--- src/design/eie_regs.svh ---
// Register offsets, field positions and reset values for the enable register
`ifndef EIE_REGS_SVH
`define EIE_REGS_SVH

// Special-function address of the enable register, visible on every page
`define EIE_ENABLE_ONE_ADDR    8'hE6
// Reset value of the enable register
`define EIE_ENABLE_ONE_RESET   8'h00
// Field positions
`define EIE_LIN_BIT            3'h7
`define EIE_TIMER3_BIT         3'h6
`define EIE_CMP1_BIT           3'h5
`define EIE_CMP0_BIT           3'h4
`define EIE_PCA_BIT            3'h3
`define EIE_ADC_DONE_BIT       3'h2
`define EIE_ADC_WIN_BIT        3'h1
`define EIE_SMBUS_BIT          3'h0

`endif

--- src/design/eie_pkg.sv ---
// Types shared by the extended interrupt enable block
package eie_pkg;
   // One bit per gated source, index equals the enable bit position
   typedef logic [7:0] eie_vec_t;
   // State of the register write port
   typedef enum logic [0:0] {EIE_IDLE, EIE_WRITTEN} eie_wr_e;
endpackage

--- src/design/eie_src_merge.sv ---
// Merges the raw peripheral flags into one request per enable bit
`timescale 1ns/10ps
`include "eie_regs.svh"
module eie_src_merge
   import eie_pkg::*;
(
   input  wire logic     lin_irq_flag,
   input  wire logic     timer_three_low_overflow,
   input  wire logic     timer_three_high_overflow,
   input  wire logic     comparator_one_rise_flag,
   input  wire logic     comparator_one_fall_flag,
   input  wire logic     comparator_zero_rise_flag,
   input  wire logic     comparator_zero_fall_flag,
   input  wire logic     pca_irq_flag,
   input  wire logic     adc_conversion_done_flag,
   input  wire logic     adc_window_hit_flag,
   input  wire logic     smbus_irq_flag,
   output eie_vec_t      src_vec
);
   // Pure combinational merge; flags are never altered here, only observed
   always_comb begin
      src_vec                    = 8'h00;
      src_vec[`EIE_LIN_BIT]      = lin_irq_flag;
      src_vec[`EIE_TIMER3_BIT]   = timer_three_low_overflow | timer_three_high_overflow;
      src_vec[`EIE_CMP1_BIT]     = comparator_one_rise_flag | comparator_one_fall_flag;
      src_vec[`EIE_CMP0_BIT]     = comparator_zero_rise_flag | comparator_zero_fall_flag;
      src_vec[`EIE_PCA_BIT]      = pca_irq_flag;
      src_vec[`EIE_ADC_DONE_BIT] = adc_conversion_done_flag;
      src_vec[`EIE_ADC_WIN_BIT]  = adc_window_hit_flag;
      src_vec[`EIE_SMBUS_BIT]    = smbus_irq_flag;
   end
endmodule

--- src/design/eie_enable_one.sv ---
// Extended interrupt enable register one and its request gating
//
// Overview of operation
// - Bit 7 gates LIN controller requests
// - Bit 6 gates timer 3 overflow requests
// - Bit 5 gates comparator 1 edge requests
// - Bit 4 gates comparator 0 edge requests
// - Bit 3 gates counter array requests
// - Bit 2 gates ADC conversion-done request
// - Bit 1 gates ADC window-compare request
// - Bit 0 gates SMBus requests
// - Register at 0xE6, all pages, read/write
`timescale 1ns/10ps
`include "eie_regs.svh"
module eie_enable_one
   import eie_pkg::*;
(
   input  wire logic       mclk,
   input  wire logic       rst_n,
   // Special-function register port from the core
   input  wire logic [7:0] sfr_addr,
   input  wire logic       sfr_wr,
   input  wire logic       sfr_rd,
   input  wire logic [7:0] sfr_wdata,
   output logic      [7:0] sfr_rdata,
   output logic            sfr_rvalid,
   // Peripheral request flags
   input  wire logic       lin_irq_flag,
   input  wire logic       timer_three_low_overflow,
   input  wire logic       timer_three_high_overflow,
   input  wire logic       comparator_one_rise_flag,
   input  wire logic       comparator_one_fall_flag,
   input  wire logic       comparator_zero_rise_flag,
   input  wire logic       comparator_zero_fall_flag,
   input  wire logic       pca_irq_flag,
   input  wire logic       adc_conversion_done_flag,
   input  wire logic       adc_window_hit_flag,
   input  wire logic       smbus_irq_flag,
   // Gated requests toward interrupt arbitration, one per source
   output logic            lin_irq_req,
   output logic            timer_three_irq_req,
   output logic            comparator_one_irq_req,
   output logic            comparator_zero_irq_req,
   output logic            counter_array_irq_req,
   output logic            adc_done_irq_req,
   output logic            adc_window_irq_req,
   output logic            smbus_irq_req,
   // Live copy of the enable bits for the core
   output logic      [7:0] extended_interrupt_enable_one
);

   ////////////////////////////////////////////////////////////////////////////
   // Declarations
   eie_vec_t enable_reg;     // Enable bits, software owned
   eie_vec_t src_vec;        // Merged source flags
   eie_vec_t req_next;       // Gated requests before the output flops
   eie_vec_t req_reg;        // Registered requests
   eie_wr_e  wr_state_reg;   // Tracks the write port for observability
   logic     hit;            // Address decode for the register

   // Address match; the register ignores page selection entirely
   function automatic logic eie_addr_hit(input logic [7:0] a);
      return a == `EIE_ENABLE_ONE_ADDR;
   endfunction

   assign hit = eie_addr_hit(sfr_addr);

   ////////////////////////////////////////////////////////////////////////////
   // Source merge
   eie_src_merge u_merge (
      .lin_irq_flag              (lin_irq_flag),
      .timer_three_low_overflow  (timer_three_low_overflow),
      .timer_three_high_overflow (timer_three_high_overflow),
      .comparator_one_rise_flag  (comparator_one_rise_flag),
      .comparator_one_fall_flag  (comparator_one_fall_flag),
      .comparator_zero_rise_flag (comparator_zero_rise_flag),
      .comparator_zero_fall_flag (comparator_zero_fall_flag),
      .pca_irq_flag              (pca_irq_flag),
      .adc_conversion_done_flag  (adc_conversion_done_flag),
      .adc_window_hit_flag       (adc_window_hit_flag),
      .smbus_irq_flag            (smbus_irq_flag),
      .src_vec                   (src_vec)
   );

   ////////////////////////////////////////////////////////////////////////////
   // Enable register write
   // All eight bits are writable; a write takes effect on the next edge
   always_ff @(posedge mclk) begin
      if (!rst_n) begin
         enable_reg <= `EIE_ENABLE_ONE_RESET;
      end else if (sfr_wr && hit) begin
         enable_reg <= sfr_wdata;
      end
   end

   // Write tracker, mainly for debug visibility of the port
   // It marks the edge just after a taken write, so the assertions can tie
   // the mirror to the byte that was written one edge before.
   always_ff @(posedge mclk) begin
      if (!rst_n) begin
         wr_state_reg <= EIE_IDLE;
      end else begin
         // Stays marked while writes come back to back
         case (wr_state_reg)
            EIE_IDLE:    wr_state_reg <= (sfr_wr && hit) ? EIE_WRITTEN : EIE_IDLE;
            EIE_WRITTEN: wr_state_reg <= (sfr_wr && hit) ? EIE_WRITTEN : EIE_IDLE;
            default:     wr_state_reg <= EIE_IDLE;
         endcase
      end
   end

   ////////////////////////////////////////////////////////////////////////////
   // Read port
   // Read data is registered, so it lands one cycle after the strobe.
   // Other addresses read zero so this block can be OR-ed onto a shared bus.
   always_ff @(posedge mclk) begin
      if (!rst_n) begin
         sfr_rdata  <= 8'h00;
         sfr_rvalid <= 1'b0;
      end else begin
         sfr_rvalid <= sfr_rd && hit;
         sfr_rdata  <= (sfr_rd && hit) ? enable_reg : 8'h00;
      end
   end

   ////////////////////////////////////////////////////////////////////////////
   // Request gating
   // Flags are only read, never written, so a flag held while masked
   // raises its request one edge after the enable is set.
   // Comparator flags stay high until their owner clears them, so the
   // request also stays high; no local latch is needed.
   always_comb begin
      req_next = src_vec & enable_reg;
   end

   // Output flops, one cycle behind flag and enable
   always_ff @(posedge mclk) begin
      if (!rst_n) begin
         req_reg <= 8'h00;
      end else begin
         req_reg <= req_next;
      end
   end

   // Enable mirror
   // Kept as its own flop so the core sees the enables without going
   // through the read port; costs eight flops, saves a read cycle.
   always_ff @(posedge mclk) begin
      if (!rst_n) begin
         extended_interrupt_enable_one <= `EIE_ENABLE_ONE_RESET;
      end else if (sfr_wr && hit) begin
         extended_interrupt_enable_one <= sfr_wdata;
      end
   end

   // Each request pin comes straight from its flop, no logic after it
   assign lin_irq_req             = req_reg[`EIE_LIN_BIT];
   assign timer_three_irq_req     = req_reg[`EIE_TIMER3_BIT];
   assign comparator_one_irq_req  = req_reg[`EIE_CMP1_BIT];
   assign comparator_zero_irq_req = req_reg[`EIE_CMP0_BIT];
   assign counter_array_irq_req   = req_reg[`EIE_PCA_BIT];
   assign adc_done_irq_req        = req_reg[`EIE_ADC_DONE_BIT];
   assign adc_window_irq_req      = req_reg[`EIE_ADC_WIN_BIT];
   assign smbus_irq_req           = req_reg[`EIE_SMBUS_BIT];

   ////////////////////////////////////////////////////////////////////////////
   // Assertions
   // Each request must equal its merged flags AND its enable bit one edge
   // earlier; equality rather than implication catches a stuck request too.
   lin_gate_a: assert property (@(posedge mclk) disable iff (!rst_n)
      lin_irq_req == $past(lin_irq_flag & enable_reg[`EIE_LIN_BIT]))
      else $error("LIN request does not follow flag and enable");
   timer_gate_a: assert property (@(posedge mclk) disable iff (!rst_n)
      timer_three_irq_req == $past(enable_reg[`EIE_TIMER3_BIT]
         & (timer_three_low_overflow | timer_three_high_overflow)))
      else $error("Timer 3 request mismatch");
   cmp_one_gate_a: assert property (@(posedge mclk) disable iff (!rst_n)
      comparator_one_irq_req == $past(enable_reg[`EIE_CMP1_BIT]
         & (comparator_one_rise_flag | comparator_one_fall_flag)))
      else $error("Comparator 1 request mismatch");
   cmp_zero_gate_a: assert property (@(posedge mclk) disable iff (!rst_n)
      comparator_zero_irq_req == $past(enable_reg[`EIE_CMP0_BIT]
         & (comparator_zero_rise_flag | comparator_zero_fall_flag)))
      else $error("Comparator 0 request mismatch");
   pca_gate_a: assert property (@(posedge mclk) disable iff (!rst_n)
      counter_array_irq_req == $past(pca_irq_flag & enable_reg[`EIE_PCA_BIT]))
      else $error("Counter array request mismatch");
   adc_done_gate_a: assert property (@(posedge mclk) disable iff (!rst_n)
      adc_done_irq_req == $past(adc_conversion_done_flag & enable_reg[`EIE_ADC_DONE_BIT]))
      else $error("ADC done request mismatch");
   adc_win_gate_a: assert property (@(posedge mclk) disable iff (!rst_n)
      adc_window_irq_req == $past(adc_window_hit_flag & enable_reg[`EIE_ADC_WIN_BIT]))
      else $error("ADC window request mismatch");
   smbus_gate_a: assert property (@(posedge mclk) disable iff (!rst_n)
      smbus_irq_req == $past(smbus_irq_flag & enable_reg[`EIE_SMBUS_BIT]))
      else $error("SMBus request mismatch");

   // With every enable cleared, no request may leave the block
   masked_quiet_a: assert property (@(posedge mclk) disable iff (!rst_n)
      $past(enable_reg) == 8'h00 |-> req_reg == 8'h00)
      else $error("Request raised while all sources are masked");
   // An SMBus flag held while masked must fire once its enable is set
   pending_fire_a: assert property (@(posedge mclk) disable iff (!rst_n)
      (smbus_irq_flag && !enable_reg[`EIE_SMBUS_BIT]
         ##1 smbus_irq_flag && enable_reg[`EIE_SMBUS_BIT])
      |=> smbus_irq_req)
      else $error("Pending flag did not fire on enable");

   // A write followed at once by a read returns the written byte
   reg_write_a: assert property (@(posedge mclk) disable iff (!rst_n)
      (sfr_wr && sfr_addr == `EIE_ENABLE_ONE_ADDR
         ##1 sfr_rd && sfr_addr == `EIE_ENABLE_ONE_ADDR && !sfr_wr)
      |=> sfr_rvalid && sfr_rdata == $past(sfr_wdata, 2))
      else $error("Readback differs from written value");
   // Without a taken read the read bus stays at zero, so it can be OR-ed
   read_refuse_a: assert property (@(posedge mclk) disable iff (!rst_n)
      !$past(sfr_rd && hit) |-> !sfr_rvalid && sfr_rdata == 8'h00)
      else $error("Read data driven without a read of the register");
   // A taken read answers on the next edge with the register contents
   read_answer_a: assert property (@(posedge mclk) disable iff (!rst_n)
      $past(sfr_rd && hit) |-> sfr_rvalid && sfr_rdata == $past(enable_reg))
      else $error("Read answer missing or wrong");
   // After a marked write the mirror holds the byte that was written
   write_track_a: assert property (@(posedge mclk) disable iff (!rst_n)
      wr_state_reg == EIE_WRITTEN |-> extended_interrupt_enable_one == $past(sfr_wdata))
      else $error("Enable mirror does not hold the written byte");

endmodule

--- config.mk ---
export PLATFORM = sky130hd
export DESIGN_NAME = eie_enable_one
export DESIGN_NICKNAME = d
export VERILOG_FILES = /design/src/design/eie_pkg.sv /design/src/design/eie_src_merge.sv /design/src/design/eie_enable_one.sv
export VERILOG_INCLUDE_DIRS = /design/src /design/src/design
export SDC_FILE = /design/constraint.sdc
export NUM_CORES = 1
export LEC_CHECK = 0
export BUFFER_PORTS_ARGS = -buffer_cell sky130_fd_sc_hd__buf_2
export CAP_MARGIN = 10
export CORE_MARGIN = 3
export CORE_UTILIZATION = 41
export CTS_CLUSTER_SIZE = 30
export DETAILED_ROUTE_END_ITERATION = 6
export GPL_TIMING_DRIVEN = 0
export PLACE_DENSITY = 0.79
export SYNTH_ARGS = -nofsm -noshare
export SYNTH_HDL_FRONTEND = slang
export SYNTH_SLANG_ARGS = --single-unit
--- constraint.sdc ---
create_clock -name mclk -period 2.4 [get_ports mclk]
set_input_delay 0.24 -clock mclk [delete_from_list [all_inputs] [get_ports mclk]]
set_output_delay 0.24 -clock mclk [all_outputs]
set_load 0.03 [all_outputs]
==> metrics.md <==
| Metric | Value |
|---|---|
| DR vias/cell | `4.39` |
| Yosys warning count | `0` |
| Period utilisation layout | `0.473` |
| DR WL/cell | `10.8 um` |
| Critical R2R Capture | `extended_interrupt_enable_one[7]$_SDFFE_PN0P_` |
| Leakage | `0.616 nW` |
| Final setup fails | `0` |
| Cell family with most CP delay | `flip-flops` |
| CTS max path bufs | `2` |
| Worst Setup SP | `extended_interrupt_enable_one[2]$_SDFFE_PN0P_` |
| Area of the multi-input gates | `325 um^2` |
| DIE WIDTH | `51.2 um` |
| Avg Cell Area, Syn | `11.0 um^2` |
| Final Critical Period | `1.14 ns` |
| Final instance area | `1170 um^2` |
| CP Capture Type | `output port` |
| Pre-antenna DRT Iters | `2` |
| Status | `finished, final reports clean` |
| DR iter-0 viols | `5` |
| Seq. cell area | `500 um^2` |
| Finished Layout Cells | `160` |
| Die height | `51.2 um` |
| Hpwl dp | `1380 um` |
| Slew Limit Headroom | `0.641` |
| Top cells by count, synth | `25 x dfxtp_1, 17 x nand2_1, 8 x and2_1, 8 x mux2i_1, 6 x nor2_1` |
| Flop2flop setup slack | `1.76 ns` |
| WP depth | `1` |
| Syn_nets | `107` |
| Post-CTS Setup Bufs | `0` |
| Die area | `2620 um^2` |
| Hold Path Class | `in2reg` |
| Bufs and invs on worst path | `1` |
| Crit path to | `extended_interrupt_enable_one[2]` |
| GRT overflow | `0` |
| Setup ws final | `1.26 ns` |
| CP Max Fanout | `4` |
| DRC | `0` |
| I/O pins | `56` |
| Final clock skew | `0.00381 ns` |
| # diodes | `0` |
| H-tree Lvls | `1` |
| Num CTS Buffers | `3` |
| CTS Root Cell | `clkbuf_4` |
| Share of cells above drive strength 1 | `0.467` |
| Slew Limit Fails | `0` |
| Initial antenna violation count | `0` |
| Vias | `703` |
| VDD IR max | `320 uV` |
| Placed insts | `156` |
| CP arrival | `0.90 ns` |
| Setup repair after global routing missed its margin | `false` |
| Max stage delay cell, worst path | `dfxtp_1` |
| Antenna viol nets, final | `0` |
| F_max | `881 MHz` |
| Met3 wire length | `156 um` |
| Startpoint types | `flip-flop` |
| Largest net degree at the start of global routing | `14` |
| CTS tree | `yes` |
| First-pass GRT wire length | `2660 um` |
| # nets final | `167` |
| Cell Chain, Critical Path | `buf_2` |
| Leading area contributor after synthesis | `dfxtp_1` |
| Post-synth EDFFs | `0` |
| Sink Count | `25` |
| PwrDens | `542 nW/um^2` |
| Met1 Wirelength | `676 um` |
| Worst flop-to-flop path startpoint | `extended_interrupt_enable_one[7]$_SDFFE_PN0P_` |
| R2r worst-path depth | `2` |
| # fillers | `164` |
| Post-CTS sizing | `0` |
| Synthesized area | `837 um^2` |
| Final hold vios | `0` |
| Worst Max-Slew Pin Slew | `0.537 ns` |
| Area contributors post-synth | `dfxtp_1 60%, mux2i_1 9.6%, nand2_1 7.6%` |
| Clk_lat worst skew | `0.30 ns` |
| Req. time, crit path | `2.16 ns` |
| Synth async-reset ratio | `0` |
| Gr usage total | `0.136` |
| Dpl ws | `1.03 ns` |
| Post-synthesis register bit count | `25` |
| Routed wl met2 | `881 um` |
| Synth cell types | `12` |
| Setup_tns | `0 ns` |
| Cell Area, Placed | `1140 um^2` |
| Hold slack | `0.144 ns` |
| Slowest stage delay, CP | `0.38 ns` |
| Max Cap Viol | `0` |
| Overall routed net length | `1730 um` |
| Hold buffer count at cts | `0` |
| Register area share after synthesis | `0.598` |
| Placement Rows | `15` |
| Vias in the first global route | `654` |
| Area grow syn2layout | `39.8%` |
| CORE AREA | `1820 um^2` |
| Share of the synthesized area in the top cell type | `0.598` |
| Most frequent cell after synthesis | `dfxtp_1` |
| CP Class | `reg2out` |
| Gate Count Post-Synth | `76` |
| Uppermost layer routed | `met4` |
| Ys flop type | `dfxtp_1` |
| I/O Buffers | `55` |
| Initial cell density of the core | `0.460` |
| Gpl congestion | `0.641` |
| Worst-path clk slew | `0.12 ns` |
how the worst min path moves through the flow:
stage / startpoint / end / cells past startpoint
floorplan: comparator_zero_rise_flag / req_reg[4]$_SDFF_PN0_ / 2
global route: comparator_one_rise_flag / req_reg[5]$_SDFF_PN0_ / 3
CTS: comparator_one_rise_flag / req_reg[5]$_SDFF_PN0_ / 3
detailed placement: timer_three_low_overflow / req_reg[6]$_SDFF_PN0_ / 3
global placement: comparator_zero_rise_flag / req_reg[4]$_SDFF_PN0_ / 3
finish: comparator_zero_rise_flag / req_reg[4]$_SDFF_PN0_ / 3
per-stage QoR:
stage | total power (W) | util
floorplan | 0.000439 | -
global placement | 0.000467 | 0.628
detailed placement | 0.000468 | 0.628
CTS | 0.000642 | 0.643
global route | 0.000664 | 0.643
finish | 0.000634 | 0.643
logic make-up after synthesis:
logic type	Yosys count	share of synthesized area
simple gates	40	0.293
flops	25	0.598
mux	8	0.0957
buf+inv	3	0.0135
power breakdown:
part	total (W)	leakage (nW)	internal, W	switching, W
registers	0.000415	0.201	0.000415	0.000000134
clock network	0.000175	0.0150	0.0000647	0.000111
logic	0.0000434	0.399	0.0000242	0.0000192
total	0.000634	0.616	0.000504	0.000130
layout by cell type (no fill, tap or decap):
cell type | netlist | layout
and2_1 | 8 | 8
and3_1 | 5 | 5
buf_2 | 0 | 55
clkbuf_1 | 2 | 3
clkbuf_4 | 0 | 3
dfxtp_1 | 25 | 25
inv_2 | 1 | 1
mux2i_1 | 8 | 8
nand2_1 | 17 | 17
nand4b_4 | 1 | 1
nand4bb_4 | 1 | 1
nor2_1 | 6 | 6
nor3_2 | 1 | 1
nor3_4 | 1 | 1
per-layer routing:
metal | up-vias | GRT usage
li1 | 367 | -
met1 | 302 | 0.148
met2 | 32 | 0.247
met3 | 2 | 0.0292
met4 | 0 | 0.0673
met5 | - | 0
final cells by class:
type                    instances  area share
flip-flops and latches         25       0.428
plain buffers                   2     0.00642
well taps                      25      0.0267
multi-input cells              48       0.278
repair buffers                 55       0.235
clock buffers                   4      0.0225
inverters                       1     0.00321
(Power assumes the default switching activity.)
